<file path="src/rtl/sas_pkg.sv">
package sas_pkg;

  // --------------------------------------------------------------
  // Timing
  // --------------------------------------------------------------
  localparam int         CLK_PERIOD_NS = 4;
  localparam int         RC_TAD_NS     = 1700;
  localparam int         RC_TAD_CYC    = RC_TAD_NS / CLK_PERIOD_NS;
  localparam logic [8:0] RC_TAD_LAST   = 9'(RC_TAD_CYC - 1);
  localparam logic [4:0] CONV_LAST     = 5'h0A;
  localparam logic [4:0] DISCH_LAST    = 5'h01;
  localparam int         RES_BITS      = 10;
  localparam logic [9:0] SAR_MID       = 10'h200;
  localparam logic [2:0] ACQ_MANUAL    = 3'h0;
  localparam logic [1:0] CLK_RC        = 2'h3;

  // --------------------------------------------------------------
  // Register byte offsets
  // --------------------------------------------------------------
  localparam int         AW            = 6;
  localparam logic [5:0] OFF_CTRL0     = 6'h00;
  localparam logic [5:0] OFF_CTRL1     = 6'h04;
  localparam logic [5:0] OFF_CTRL2     = 6'h08;
  localparam logic [5:0] OFF_RES_HI    = 6'h0C;
  localparam logic [5:0] OFF_RES_LO    = 6'h10;
  localparam logic [5:0] OFF_FLAG      = 6'h14;
  localparam logic [5:0] OFF_IEN       = 6'h18;
  localparam logic [5:0] OFF_PORT      = 6'h1C;
  localparam logic [5:0] OFF_ANSEL     = 6'h20;
  localparam logic [5:0] OFF_DIR       = 6'h24;

  // --------------------------------------------------------------
  // Field positions
  // --------------------------------------------------------------
  localparam int         ON_POS        = 0;
  localparam int         GO_POS        = 1;
  localparam int         CHS_LSB       = 2;
  localparam int         REFP_POS      = 0;
  localparam int         REFN_POS      = 1;
  localparam int         CKS_LSB       = 0;
  localparam int         ACQ_LSB       = 3;
  localparam int         JUST_POS      = 7;
  localparam int         FLAG_POS      = 0;
  localparam int         IEN_POS       = 0;

  // --------------------------------------------------------------
  // Reset values
  // --------------------------------------------------------------
  localparam logic [3:0]  CHAN_RST     = 4'h0;
  localparam logic [1:0]  REF_RST      = 2'h0;
  localparam logic [2:0]  CKS_RST      = 3'h0;
  localparam logic [2:0]  ACQ_RST      = ACQ_MANUAL;
  localparam logic [31:0] PIN_RST      = 32'hFFFFFFFF;

  typedef enum logic [1:0] {
    SAS_IDLE  = 2'h0,
    SAS_ACQ   = 2'h1,
    SAS_CONV  = 2'h3,
    SAS_DISCH = 2'h2
  } sas_state_t;

endpackage

</file>
<file path="src/rtl/sas_adc_sequencer.sv">
module sas_adc_sequencer
  import sas_pkg::*;
#(
  parameter int N_PINS = 13
)
(
  input  wire logic              i_clk,
  input  wire logic              i_rst_b,
  input  wire logic              i_ce,
  input  wire logic [AW-1:0]     i_avs_address,
  input  wire logic              i_avs_read,
  input  wire logic              i_avs_write,
  input  wire logic [31:0]       i_avs_writedata,
  input  wire logic [3:0]        i_avs_byteenable,
  output logic      [31:0]       o_avs_readdata,
  output logic                   o_avs_waitrequest,
  input  wire logic [N_PINS-1:0] i_pin_level,
  input  wire logic              i_cmp_high,
  input  wire logic              i_sleep,
  output logic      [3:0]        o_channel_select,
  output logic                   o_ref_pos_ext,
  output logic                   o_ref_neg_ext,
  output logic                   o_sample,
  output logic                   o_discharge,
  output logic      [9:0]        o_dac_code,
  output logic      [N_PINS-1:0] o_pin_dir,
  output logic                   o_irq,
  output logic                   o_wake
);

  if (N_PINS < 1 || N_PINS > 16)
  begin : g_chk
    $error("N_PINS must be 1 to 16");
  end

  // --------------------------------------------------------------
  // Functions
  // --------------------------------------------------------------
  function automatic logic [8:0] tad_last(input logic [2:0] sel);
    case (sel)
      3'h0:    tad_last = 9'h001;
      3'h4:    tad_last = 9'h003;
      3'h1:    tad_last = 9'h007;
      3'h5:    tad_last = 9'h00F;
      3'h2:    tad_last = 9'h01F;
      3'h6:    tad_last = 9'h03F;
      default: tad_last = RC_TAD_LAST;
    endcase
  endfunction

  function automatic logic [4:0] acq_tads(input logic [2:0] sel);
    case (sel)
      3'h0:    acq_tads = 5'h00;
      3'h1:    acq_tads = 5'h02;
      3'h2:    acq_tads = 5'h04;
      3'h3:    acq_tads = 5'h06;
      3'h4:    acq_tads = 5'h08;
      3'h5:    acq_tads = 5'h0C;
      3'h6:    acq_tads = 5'h10;
      default: acq_tads = 5'h14;
    endcase
  endfunction

  function automatic logic [15:0] fmt(input logic [9:0] res,
                                      input logic       right);
    fmt = right ? {6'h00, res} : {res, 6'h00};
  endfunction

  function automatic logic [N_PINS-1:0] merge(
    input logic [N_PINS-1:0] old,
    input logic [31:0]       wd,
    input logic [3:0]        be
  );
    logic [31:0] m;
    m     = {{8{be[3]}}, {8{be[2]}}, {8{be[1]}}, {8{be[0]}}};
    merge = (old & ~m[N_PINS-1:0]) | (wd[N_PINS-1:0] & m[N_PINS-1:0]);
  endfunction

  // --------------------------------------------------------------
  // Declarations
  // --------------------------------------------------------------
  sas_state_t        state_reg;
  sas_state_t        state_next;
  logic              wait_reg;
  logic [31:0]       rdata_reg;
  logic [31:0]       rd_mux;
  logic [15:0]       res_fmt;
  logic              on_reg;
  logic              go_reg;
  logic [3:0]        chan_reg;
  logic [1:0]        ref_reg;
  logic [2:0]        cks_reg;
  logic [2:0]        acq_reg;
  logic              just_reg;
  logic              flag_reg;
  logic              ien_reg;
  logic [N_PINS-1:0] ansel_reg;
  logic [N_PINS-1:0] dir_reg;
  logic [9:0]        result_reg;
  logic [9:0]        sar_reg;
  logic [9:0]        sar_next;
  logic [8:0]        tad_cnt_reg;
  logic [4:0]        step_reg;
  logic [3:0]        bit_idx;
  logic              tick;
  logic              phase_end;
  logic              active;
  logic              sleep_kill;
  logic              abort;
  logic              done;
  logic              bus_wr;
  logic              wr_lo;
  logic              sw_go_set;
  logic              sw_go_clr;
  logic              sample_reg;
  logic              disch_reg;
  logic              irq_reg;
  logic              wake_reg;

  // --------------------------------------------------------------
  // Avalon slave: one wait state per access
  // --------------------------------------------------------------
  always_ff @(posedge i_clk)
    if (!i_rst_b)
      wait_reg <= 1'b1;
    else if (i_ce)
      wait_reg <= !((i_avs_read || i_avs_write) && wait_reg);

  assign bus_wr = i_ce && i_avs_write && !wait_reg;
  assign wr_lo  = bus_wr && i_avs_byteenable[0];

  // Justify is applied at read time, so a format change needs no rerun
  assign res_fmt = fmt(result_reg, just_reg);

  always_comb
  begin
    rd_mux = 32'h0;
    case (i_avs_address)
      OFF_CTRL0:
      begin
        rd_mux[ON_POS]        = on_reg;
        rd_mux[GO_POS]        = go_reg;
        rd_mux[CHS_LSB +: 4]  = chan_reg;
      end
      OFF_CTRL1:
      begin
        rd_mux[REFP_POS]      = ref_reg[0];
        rd_mux[REFN_POS]      = ref_reg[1];
      end
      OFF_CTRL2:
      begin
        rd_mux[CKS_LSB +: 3]  = cks_reg;
        rd_mux[ACQ_LSB +: 3]  = acq_reg;
        rd_mux[JUST_POS]      = just_reg;
      end
      OFF_RES_HI: rd_mux[7:0] = res_fmt[15:8];
      OFF_RES_LO: rd_mux[7:0] = res_fmt[7:0];
      OFF_FLAG:   rd_mux[FLAG_POS] = flag_reg;
      OFF_IEN:    rd_mux[IEN_POS]  = ien_reg;
      OFF_PORT:   rd_mux[N_PINS-1:0] = i_pin_level & ~ansel_reg;
      OFF_ANSEL:  rd_mux[N_PINS-1:0] = ansel_reg;
      OFF_DIR:    rd_mux[N_PINS-1:0] = dir_reg;
      default:    rd_mux = 32'h0;
    endcase
  end

  always_ff @(posedge i_clk)
    if (!i_rst_b)
      rdata_reg <= 32'h0;
    else if (i_ce && i_avs_read && wait_reg)
      rdata_reg <= rd_mux;

  // --------------------------------------------------------------
  // Configuration registers
  // --------------------------------------------------------------
  always_ff @(posedge i_clk)
    if (!i_rst_b)
    begin
      on_reg   <= 1'b0;
      chan_reg <= CHAN_RST;
      ref_reg  <= REF_RST;
      cks_reg  <= CKS_RST;
      acq_reg  <= ACQ_RST;
      just_reg <= 1'b0;
      ien_reg  <= 1'b0;
    end
    else if (wr_lo)
    begin
      if (i_avs_address == OFF_CTRL0)
      begin
        on_reg   <= i_avs_writedata[ON_POS];
        chan_reg <= i_avs_writedata[CHS_LSB +: 4];
      end
      if (i_avs_address == OFF_CTRL1)
        ref_reg <= {i_avs_writedata[REFN_POS],
                    i_avs_writedata[REFP_POS]};
      if (i_avs_address == OFF_CTRL2)
      begin
        cks_reg  <= i_avs_writedata[CKS_LSB +: 3];
        acq_reg  <= i_avs_writedata[ACQ_LSB +: 3];
        just_reg <= i_avs_writedata[JUST_POS];
      end
      if (i_avs_address == OFF_IEN)
        ien_reg <= i_avs_writedata[IEN_POS];
    end

  // Pin registers only shape port reads and driver outputs
  always_ff @(posedge i_clk)
    if (!i_rst_b)
    begin
      ansel_reg <= PIN_RST[N_PINS-1:0];
      dir_reg   <= PIN_RST[N_PINS-1:0];
    end
    else if (bus_wr)
    begin
      if (i_avs_address == OFF_ANSEL)
        ansel_reg <= merge(ansel_reg, i_avs_writedata, i_avs_byteenable);
      if (i_avs_address == OFF_DIR)
        dir_reg <= merge(dir_reg, i_avs_writedata, i_avs_byteenable);
    end

  // --------------------------------------------------------------
  // Start bit and completion flag
  // --------------------------------------------------------------
  // Start is honoured only once the converter is already on
  assign sw_go_set = wr_lo && i_avs_address == OFF_CTRL0 && on_reg
                     && i_avs_writedata[GO_POS];
  assign sw_go_clr = wr_lo && i_avs_address == OFF_CTRL0
                     && !i_avs_writedata[GO_POS];

  always_ff @(posedge i_clk)
    if (!i_rst_b)
      go_reg <= 1'b0;
    else if (i_ce)
    begin
      if (sw_go_set)
        go_reg <= 1'b1;
      else if (done || sw_go_clr || sleep_kill || !on_reg)
        go_reg <= 1'b0;
    end

  // Write one clears; a completion in the same cycle wins
  always_ff @(posedge i_clk)
    if (!i_rst_b)
      flag_reg <= 1'b0;
    else if (i_ce)
    begin
      if (done)
        flag_reg <= 1'b1;
      else if (wr_lo && i_avs_address == OFF_FLAG
               && i_avs_writedata[FLAG_POS])
        flag_reg <= 1'b0;
    end

  // --------------------------------------------------------------
  // Bit-period clock
  // --------------------------------------------------------------
  // Divided modes count system clocks, so the period follows its rate
  assign tick = tad_cnt_reg >= tad_last(cks_reg);

  always_ff @(posedge i_clk)
    if (!i_rst_b)
      tad_cnt_reg <= 9'h000;
    else if (i_ce)
      // Restart on an abort so discharge still gets two whole periods
      tad_cnt_reg <= (tick || state_reg == SAS_IDLE
                      || state_next != state_reg) ? 9'h000
                     : tad_cnt_reg + 9'h001;

  // --------------------------------------------------------------
  // Sequencer
  // --------------------------------------------------------------
  assign active     = state_reg == SAS_ACQ || state_reg == SAS_CONV;
  // Only the RC clock keeps running through sleep
  assign sleep_kill = active && i_sleep && cks_reg[1:0] != CLK_RC;
  assign abort      = active && (!go_reg || sleep_kill);
  assign done       = state_reg == SAS_CONV && phase_end && !abort;

  always_comb
  begin
    phase_end = 1'b0;
    unique case (state_reg)
      SAS_IDLE:  phase_end = 1'b0;
      SAS_ACQ:   phase_end = tick && step_reg + 5'h01 >= acq_tads(acq_reg);
      SAS_CONV:  phase_end = tick && step_reg == CONV_LAST;
      SAS_DISCH: phase_end = tick && step_reg == DISCH_LAST;
    endcase
  end

  always_comb
  begin
    state_next = state_reg;
    unique case (state_reg)
      SAS_IDLE:
        if (go_reg && on_reg)
          state_next = (acq_reg == ACQ_MANUAL) ? SAS_CONV
                       : SAS_ACQ;
      SAS_ACQ:
        if (abort)
          state_next = SAS_DISCH;
        else if (phase_end)
          state_next = SAS_CONV;
      SAS_CONV:
        if (abort || phase_end)
          state_next = SAS_DISCH;
      SAS_DISCH:
        if (phase_end)
          state_next = SAS_IDLE;
    endcase
  end

  always_ff @(posedge i_clk)
    if (!i_rst_b)
      state_reg <= SAS_IDLE;
    else if (i_ce)
      state_reg <= state_next;

  always_ff @(posedge i_clk)
    if (!i_rst_b)
      step_reg <= 5'h00;
    else if (i_ce)
    begin
      if (state_next != state_reg)
        step_reg <= 5'h00;
      else if (tick)
        step_reg <= step_reg + 5'h01;
    end

  // --------------------------------------------------------------
  // Successive approximation
  // --------------------------------------------------------------
  // First period only disconnects the hold cap; then one bit each
  assign bit_idx = 4'(CONV_LAST - step_reg);

  always_comb
  begin
    sar_next = sar_reg;
    if (step_reg == 5'h00)
      sar_next = SAR_MID;
    else
    begin
      sar_next[bit_idx] = i_cmp_high;
      if (bit_idx != 4'h0)
        sar_next[bit_idx - 4'h1] = 1'b1;
    end
  end

  always_ff @(posedge i_clk)
    if (!i_rst_b)
      sar_reg <= 10'h000;
    else if (i_ce && state_reg == SAS_CONV && tick)
      sar_reg <= sar_next;

  always_ff @(posedge i_clk)
    if (!i_rst_b)
      result_reg <= 10'h000;
    else if (i_ce && done)
      result_reg <= sar_next;

  // --------------------------------------------------------------
  // Analog and system outputs
  // --------------------------------------------------------------
  // Channel routing ignores pin analog-select and direction
  always_ff @(posedge i_clk)
    if (!i_rst_b)
    begin
      sample_reg <= 1'b0;
      disch_reg  <= 1'b0;
      irq_reg    <= 1'b0;
      wake_reg   <= 1'b0;
    end
    else if (i_ce)
    begin
      sample_reg <= on_reg && (state_reg == SAS_IDLE
                    || state_reg == SAS_ACQ);
      disch_reg  <= state_reg == SAS_DISCH;
      irq_reg    <= flag_reg && ien_reg;
      wake_reg   <= flag_reg && ien_reg && i_sleep;
    end

  assign o_avs_readdata    = rdata_reg;
  assign o_avs_waitrequest = wait_reg;
  assign o_channel_select  = chan_reg;
  assign o_ref_pos_ext     = ref_reg[0];
  assign o_ref_neg_ext     = ref_reg[1];
  assign o_sample          = sample_reg;
  assign o_discharge       = disch_reg;
  assign o_dac_code        = sar_reg;
  assign o_pin_dir         = dir_reg;
  assign o_irq             = irq_reg;
  assign o_wake            = wake_reg;
endmodule

</file>
<file path="config.mk">
export PLATFORM = sky130hd
export DESIGN_NAME = sas_adc_sequencer
export DESIGN_NICKNAME = d
export VERILOG_FILES = /design/src/rtl/sas_pkg.sv /design/src/rtl/sas_adc_sequencer.sv
export SDC_FILE = /design/constraint.sdc
export NUM_CORES = 1
export LEC_CHECK = 0
export BUFFER_PORTS_ARGS = -buffer_cell sky130_fd_sc_hd__clkbuf_2
export CAP_MARGIN = 20
export CORE_UTILIZATION = 50
export DETAILED_ROUTE_END_ITERATION = 12
export PLACE_DENSITY = 0.75
export SETUP_SLACK_MARGIN = 0.02
export SLEW_MARGIN = 25
export SYNTH_ARGS = -nofsm -noshare
export SYNTH_HDL_FRONTEND = slang
export SYNTH_SLANG_ARGS = --single-unit
</file>
<file path="constraint.sdc">
create_clock -name i_clk -period 4.7 [get_ports i_clk]
set_clock_uncertainty 0.15 [all_clocks]
set_input_delay 0.47 -clock i_clk [delete_from_list [all_inputs] [get_ports i_clk]]
set_output_delay 0.47 -clock i_clk [all_outputs]
set_load 0.02 [all_outputs]
</file>
## Word level (Yosys, flattened, before mapping)

Index checks and enable logic that the tools add are counted.

- Register bits: 97
- Bits in latches: 0
- Memory bits (writable): 0
- Memory bits (read-only): 0
- Bits of input ports: 62
- Output and inout port bits: 66
- Memories kept: 0

- Add/sub/neg operators: 4
- Multiply operators: 0
- Divide/modulo/power cells: 0
- Order comparisons: 6
- Eq/ne operators: 27
- Shift-type cells: 0
- Multiplexer cells: 32
- Bitwise logic cells: 9
- Reduce and logical (&&, ||, !) cells: 63

Operators with widths:

| kind | number |
|---|---|
| $pmux 9 s6 | 1 |
| $and 13x13->13 | 4 |
| $pmux 5 s7 | 1 |
| $logic_and 1x1->1 | 29 |
| $pmux 4 s7 | 1 |
| $not 13->13 | 2 |
| $or 13x13->13 | 2 |
| $eq 6x5->1 const B | 4 |
| $mux 10 | 2 |
| $eq 3x3->1 const B | 6 |
| $reduce_and 2->1 | 9 |
| $mux 16 | 1 |
| $mux 5 | 3 |
| $pmux 5 s3 | 1 |
| $eq 6x4->1 const B | 2 |
| $eq 6x6->1 const B | 2 |
| $mux 2 | 6 |
| $bwmux 10 | 1 |
| $logic_or 1x1->1 | 10 |
| $lt 4x5->1 const B | 2 |
| $or 10x10->10 | 1 |
| $pmux 1 s10 | 1 |
| $add 9x1->9 const B | 1 |
| $eq 3x2->1 const B | 3 |
| other kinds (29) | 46 |

## Depth between registers and ports, before layout

- Word-level depth: 13
- Mapped depth: 11
- Gate-level depth less buffers: 10

## Worst setup path after synthesis

OpenSTA, ideal clock, no wires.

- Path kind: reg-to-reg
- Start point: register cks_reg[1]
- End point: register sar_reg[2] (netlist: o_dac_code[2])
- Data arrival time: 2465 ps
- Required time: 4481 ps
- Path slack: 2016 ps
- Cell stages (with the launch flop): 10
- Buffers on the path: 0
- Cell sequence: dfxtp_1 > ha_1 > inv_1 > ha_1 > and4b_1 > nand2_1 > a221o_1 > a2111oi_4 > nand3_2 > o21ai_1

- Cells in the longest elaborated chain, start to end: 4
- Elaborated cells on any way between the ends: 9

Ends and longest elaborated chain:

| element | line | RTL |
|---|---|---|
| from (decl) | sas_adc_sequencer.sv:92 | `logic [2:0] cks_reg;` |
| from (signal assigned) | sas_adc_sequencer.sv:199 | `cks_reg <= i_avs_writedata[CKS_LSB +: 3];` |
| $eq 3x3->1 (tied with other cells) | sas_adc_sequencer.sv:40 | `case (sel)` |
| $pmux 9 s6 * | sas_adc_sequencer.sv:40 |  |
| $ge 9x9->1 * | sas_adc_sequencer.sv:259 | `assign tick = tad_cnt_reg >= tad_last(cks_reg);` |
| $logic_and 1x1->1 * | sas_adc_sequencer.sv:351 | `else if (i_ce && state_reg == SAS_CONV && tick)` |
| to (signal assigned) | sas_adc_sequencer.sv:352 | `sar_reg <= sar_next;` |
| to (decl) | sas_adc_sequencer.sv:100 | `logic [9:0] sar_reg;` |

Every way passes the cells marked *; elsewhere a longest branch is shown, timed or not.
A chain may end at the register's enable or synchronous reset.

## Worst setup path in the final report

- Start point: register cks_reg[1]
- End point: register result_reg[1]

- Cells in the longest elaborated chain, start to end: 8
- Elaborated cells on any way between the ends: 20

Ends and longest elaborated chain:

| element | line | RTL |
|---|---|---|
| $eq 3x3->1 (tied with other cells) | sas_adc_sequencer.sv:40 |  |
| $pmux 9 s6 | sas_adc_sequencer.sv:40 |  |
| $ge 9x9->1 | sas_adc_sequencer.sv:259 |  |
| $logic_and 1x1->1 (on tied branches) | sas_adc_sequencer.sv:286, sas_adc_sequencer.sv:284, sas_adc_sequencer.sv:285 |  |
| $pmux 1 s4 | sas_adc_sequencer.sv:282 | `unique case (state_reg)` |
| $logic_and 1x1->1 | sas_adc_sequencer.sv:277 | `assign done = state_reg == SAS_CONV && phase_end && !abort;` |
| $logic_and 1x1->1 * | sas_adc_sequencer.sv:277 |  |
| $logic_and 1x1->1 * | sas_adc_sequencer.sv:357 | `else if (i_ce && done)` |
| to (signal assigned) | sas_adc_sequencer.sv:358 | `result_reg <= sar_next;` |
| to (decl) | sas_adc_sequencer.sv:99 | `logic [9:0] result_reg;` |

Marked as above.

==> impl_results.md <==
- Total Power: 1.664 mW
- Ant diodes: 0
- RSZ-0062 raised after global routing: false
- Layout cells sized above 1: 17.93%
- Most frequent cells in the layout: dfxtp_1 (97), clkbuf_2 (87), nand2_1 (76)
- Drt initial violations: between 400 and 500
- Fmax: 304.2 MHz
- Setup crit start kind: register
- Ys Warns: 0
- Crit path cell chain: ha_1, inv_1, ha_1, and4b_1, nand2_1, a221o_1, a211oi_4, nand3_2, o22ai_1
- Post-synth cell types: between 60 and 70
- Drt drc: 0
- Pre-antenna DRT Iters: 7
- Slowest stage cell, crit path: a211oi_4
- CP Capture Type: register
- Critical path peak fanout: 18
- Reg-to-Reg End: result_reg[1]
- Setup CP Type: register to register
- Post-place instance area: 6038 sq um
- First-pass GRT wire length: around 24 mm
- Delay-heaviest family, CP: compound AO/OA/AOI/OAI gates
- Reg-to-reg slack, setup: approximately 1.4 ns
- Fin nets: approximately 820
- Core area: 10940 sq um
- Slew Limit Fails: 0
- Cell Area, Synth: 5643 sq um
- WL per Instance: between 15 and 20 microns
- Critical Path End: result_reg[1]
- CTS tree: built
- Worst VDD drop: about 0.21 mV
- Pre-CTS setup slack: roughly 1.5 ns
- # port buffers: 87
- Max-cap violations: 0
- P&R area growth vs syn: 11.82%
- Cell area power density: 263.7 nW/um^2
- Standard-cell row count: 38
- Synth area leader: dfxtp_1
- Vias per Instance: slightly below 6
- Total CTS buffers: 9
- Hold buffers post-CTS: 0
- Reg2reg start: cks_reg[1]
- Synth Instances: 672
- IO Pins: between 100 and 150
- H-tree depth: 3
- Fin util: between 50% and 60%
- Clock buffer depth: 2
- Setup TNS: 0 ns
- Initial antenna violation count: 0
- Sequential element share of the synthesized area: between 30% and 40%
- Die Y: around 110 microns
- Most used cell, CP: ha_1
- Top FF cell, synth: dfxtp_1
- Gr usage total: 25.63%
- Reg2Reg Depth: 9
- Post-synthesis average cell area: approximately 8.4 sq um
- WP data arrival: about 3.4 ns
- Final hold vios: 0
- Vias in the first global route: 4839
- Post-cts sizing count: 0
- Worst setup path startpoint: cks_reg[1]
- Number of routed nets with antenna violations: 0
- Largest net degree at the start of global routing: 37
- Status: completed
- Die area: between 10000 and 15000 sq um
- Die width: 108.2 microns
- Detailed Place HPWL: between 10 and 15 mm
- Area contributors post-synth: dfxtp_1 (34%), mux2i_1 (7.1%), ha_1 (5.1%)
- Setup ws final: 1.412 ns
- Setup bufs post-CTS: 0
- CTS sink count: 97
- GP Congestion: a little over 0.9
- Leak: 2.572 nW
- Period utilization: a little over two thirds
- Hold_ws: around 0.22 ns
- Worst-Margin Slew: around 0.84 ns
- Final setup fails: 0
- Yosys top cell area share: roughly a third
- CP Buf/Inv Count: 1
- GR Overflow Total: 0
- Post-synth EDFFs: 0
- Inst Count DP: 861
- Clock transition at path regs: 0.07 ns
- Non-filler cells, final: roughly 880
- Final Cell Area: roughly 6300 sq um
- Critical Path Stages: 9
- Most common cell after layout, fill and taps aside: dfxtp_1
- Worst path max stage delay: between 0.7 and 0.8 ns
- Critical Path RT: around 4.8 ns
- Crit path time final: roughly 3.3 ns
- Slew margin rel.: between 40% and 50%
- Detailed-route wire length: 14.76 mm
- Clk root buf: clkbuf_16
- Clock latency on the worst-skew pair: ~0.35 ns
- Hold Path Class: input pin to register
- Ys async rst share: 0%
- Via count: around 5200
- Starting Density: 51.60%
- #FFs+latches synth: 97
## synth_stat cells, types with 3 or more instances
library cell	n
a21boi_0	16
a21o_1	3
a21oi_1	26
a221oi_1	7
a222oi_1	4
a22oi_1	5
a31o_2	9
a31oi_1	4
a32o_1	3
and2_1	4
and3_1	13
and4b_1	3
buf_1	3
buf_2	4
buf_4	19
clkbuf_1	33
dfxtp_1	97
ha_1	23
inv_1	20
mux2_2	6
mux2i_1	40
nand2_1	76
nand2b_1	7
nand3_1	56
nand3b_1	7
nand4_1	8
nand4b_1	4
nor2_1	26
nor2b_1	30
nor3_1	7
o21a_1	3
o21ai_0	38
o21ai_1	6
o22ai_1	7
o31ai_1	3
xnor2_1	8
xor2_1	5
## final cells by class
| class | count | area (sq um) |
|---|---|---|
| sequential | 97 | 1942 |
| fill | 987 | 4626 |
| clock inverter | 3 | 25.02 |
| tap | 140 | 175.2 |
| timing repair buffer | 92 | 473.0 |
| clock buffer | 12 | 246.5 |
| inverter | 20 | 75.07 |
| multi-input combinational | 512 | 3373 |
## layer usage
metal	share of wire, %	track usage, %
met5	0	0
met4	2.7	10.86
met3	5.4	4.159
met2	48	40.67
met1	44	34.34
## worst reg2reg max path, stage by stage, from the launching register on
cell and delay, ns:
dfxtp_1 0.44, ha_1 0.24, inv_1 0.10, ha_1 0.32
and4b_1 0.27, nand2_1 0.12, a221o_1 0.39, a211oi_4 0.71
nand3_2 0.23, o22ai_1 0.23
## report_power, final
part / internal (mW) / switching (mW) / total, mW
sequential: 0.827 / 0.00763 / 0.834
combinational: 0.0420 / 0.0902 / 0.132
clock: 0.374 / 0.323 / 0.697
total: 1.24 / 0.421 / 1.66
## how the worst min path moves through the flow
stage	end	slack, ns	depth (start not counted)	start
after floorplan	register	0.31	2	register
after global placement	o_avs_readdata[12]	0.31	2	o_avs_readdata[12]
after detailed placement	o_avs_readdata[12]	0.31	2	o_avs_readdata[12]
after CTS	register	0.20	3	i_avs_writedata[12]
after global routing	register	0.22	3	i_avs_writedata[8]
final	register	0.22	3	i_avs_writedata[12]
## logic make-up after synthesis
| kind of cell | after synthesis | share of synthesized area (%) |
|---|---|---|
| compound gates | 156 | 19.45 |
| simple gates | 255 | 23.66 |
| buf+inv | 81 | 7.007 |
| xor+xnor | 13 | 2.018 |
| flops | 97 | 34.41 |
| fa+ha+maj | 23 | 5.100 |
| mux | 46 | 8.293 |
| other cells | 1 | 0.06646 |
Power figures use the tool's default switching activity.
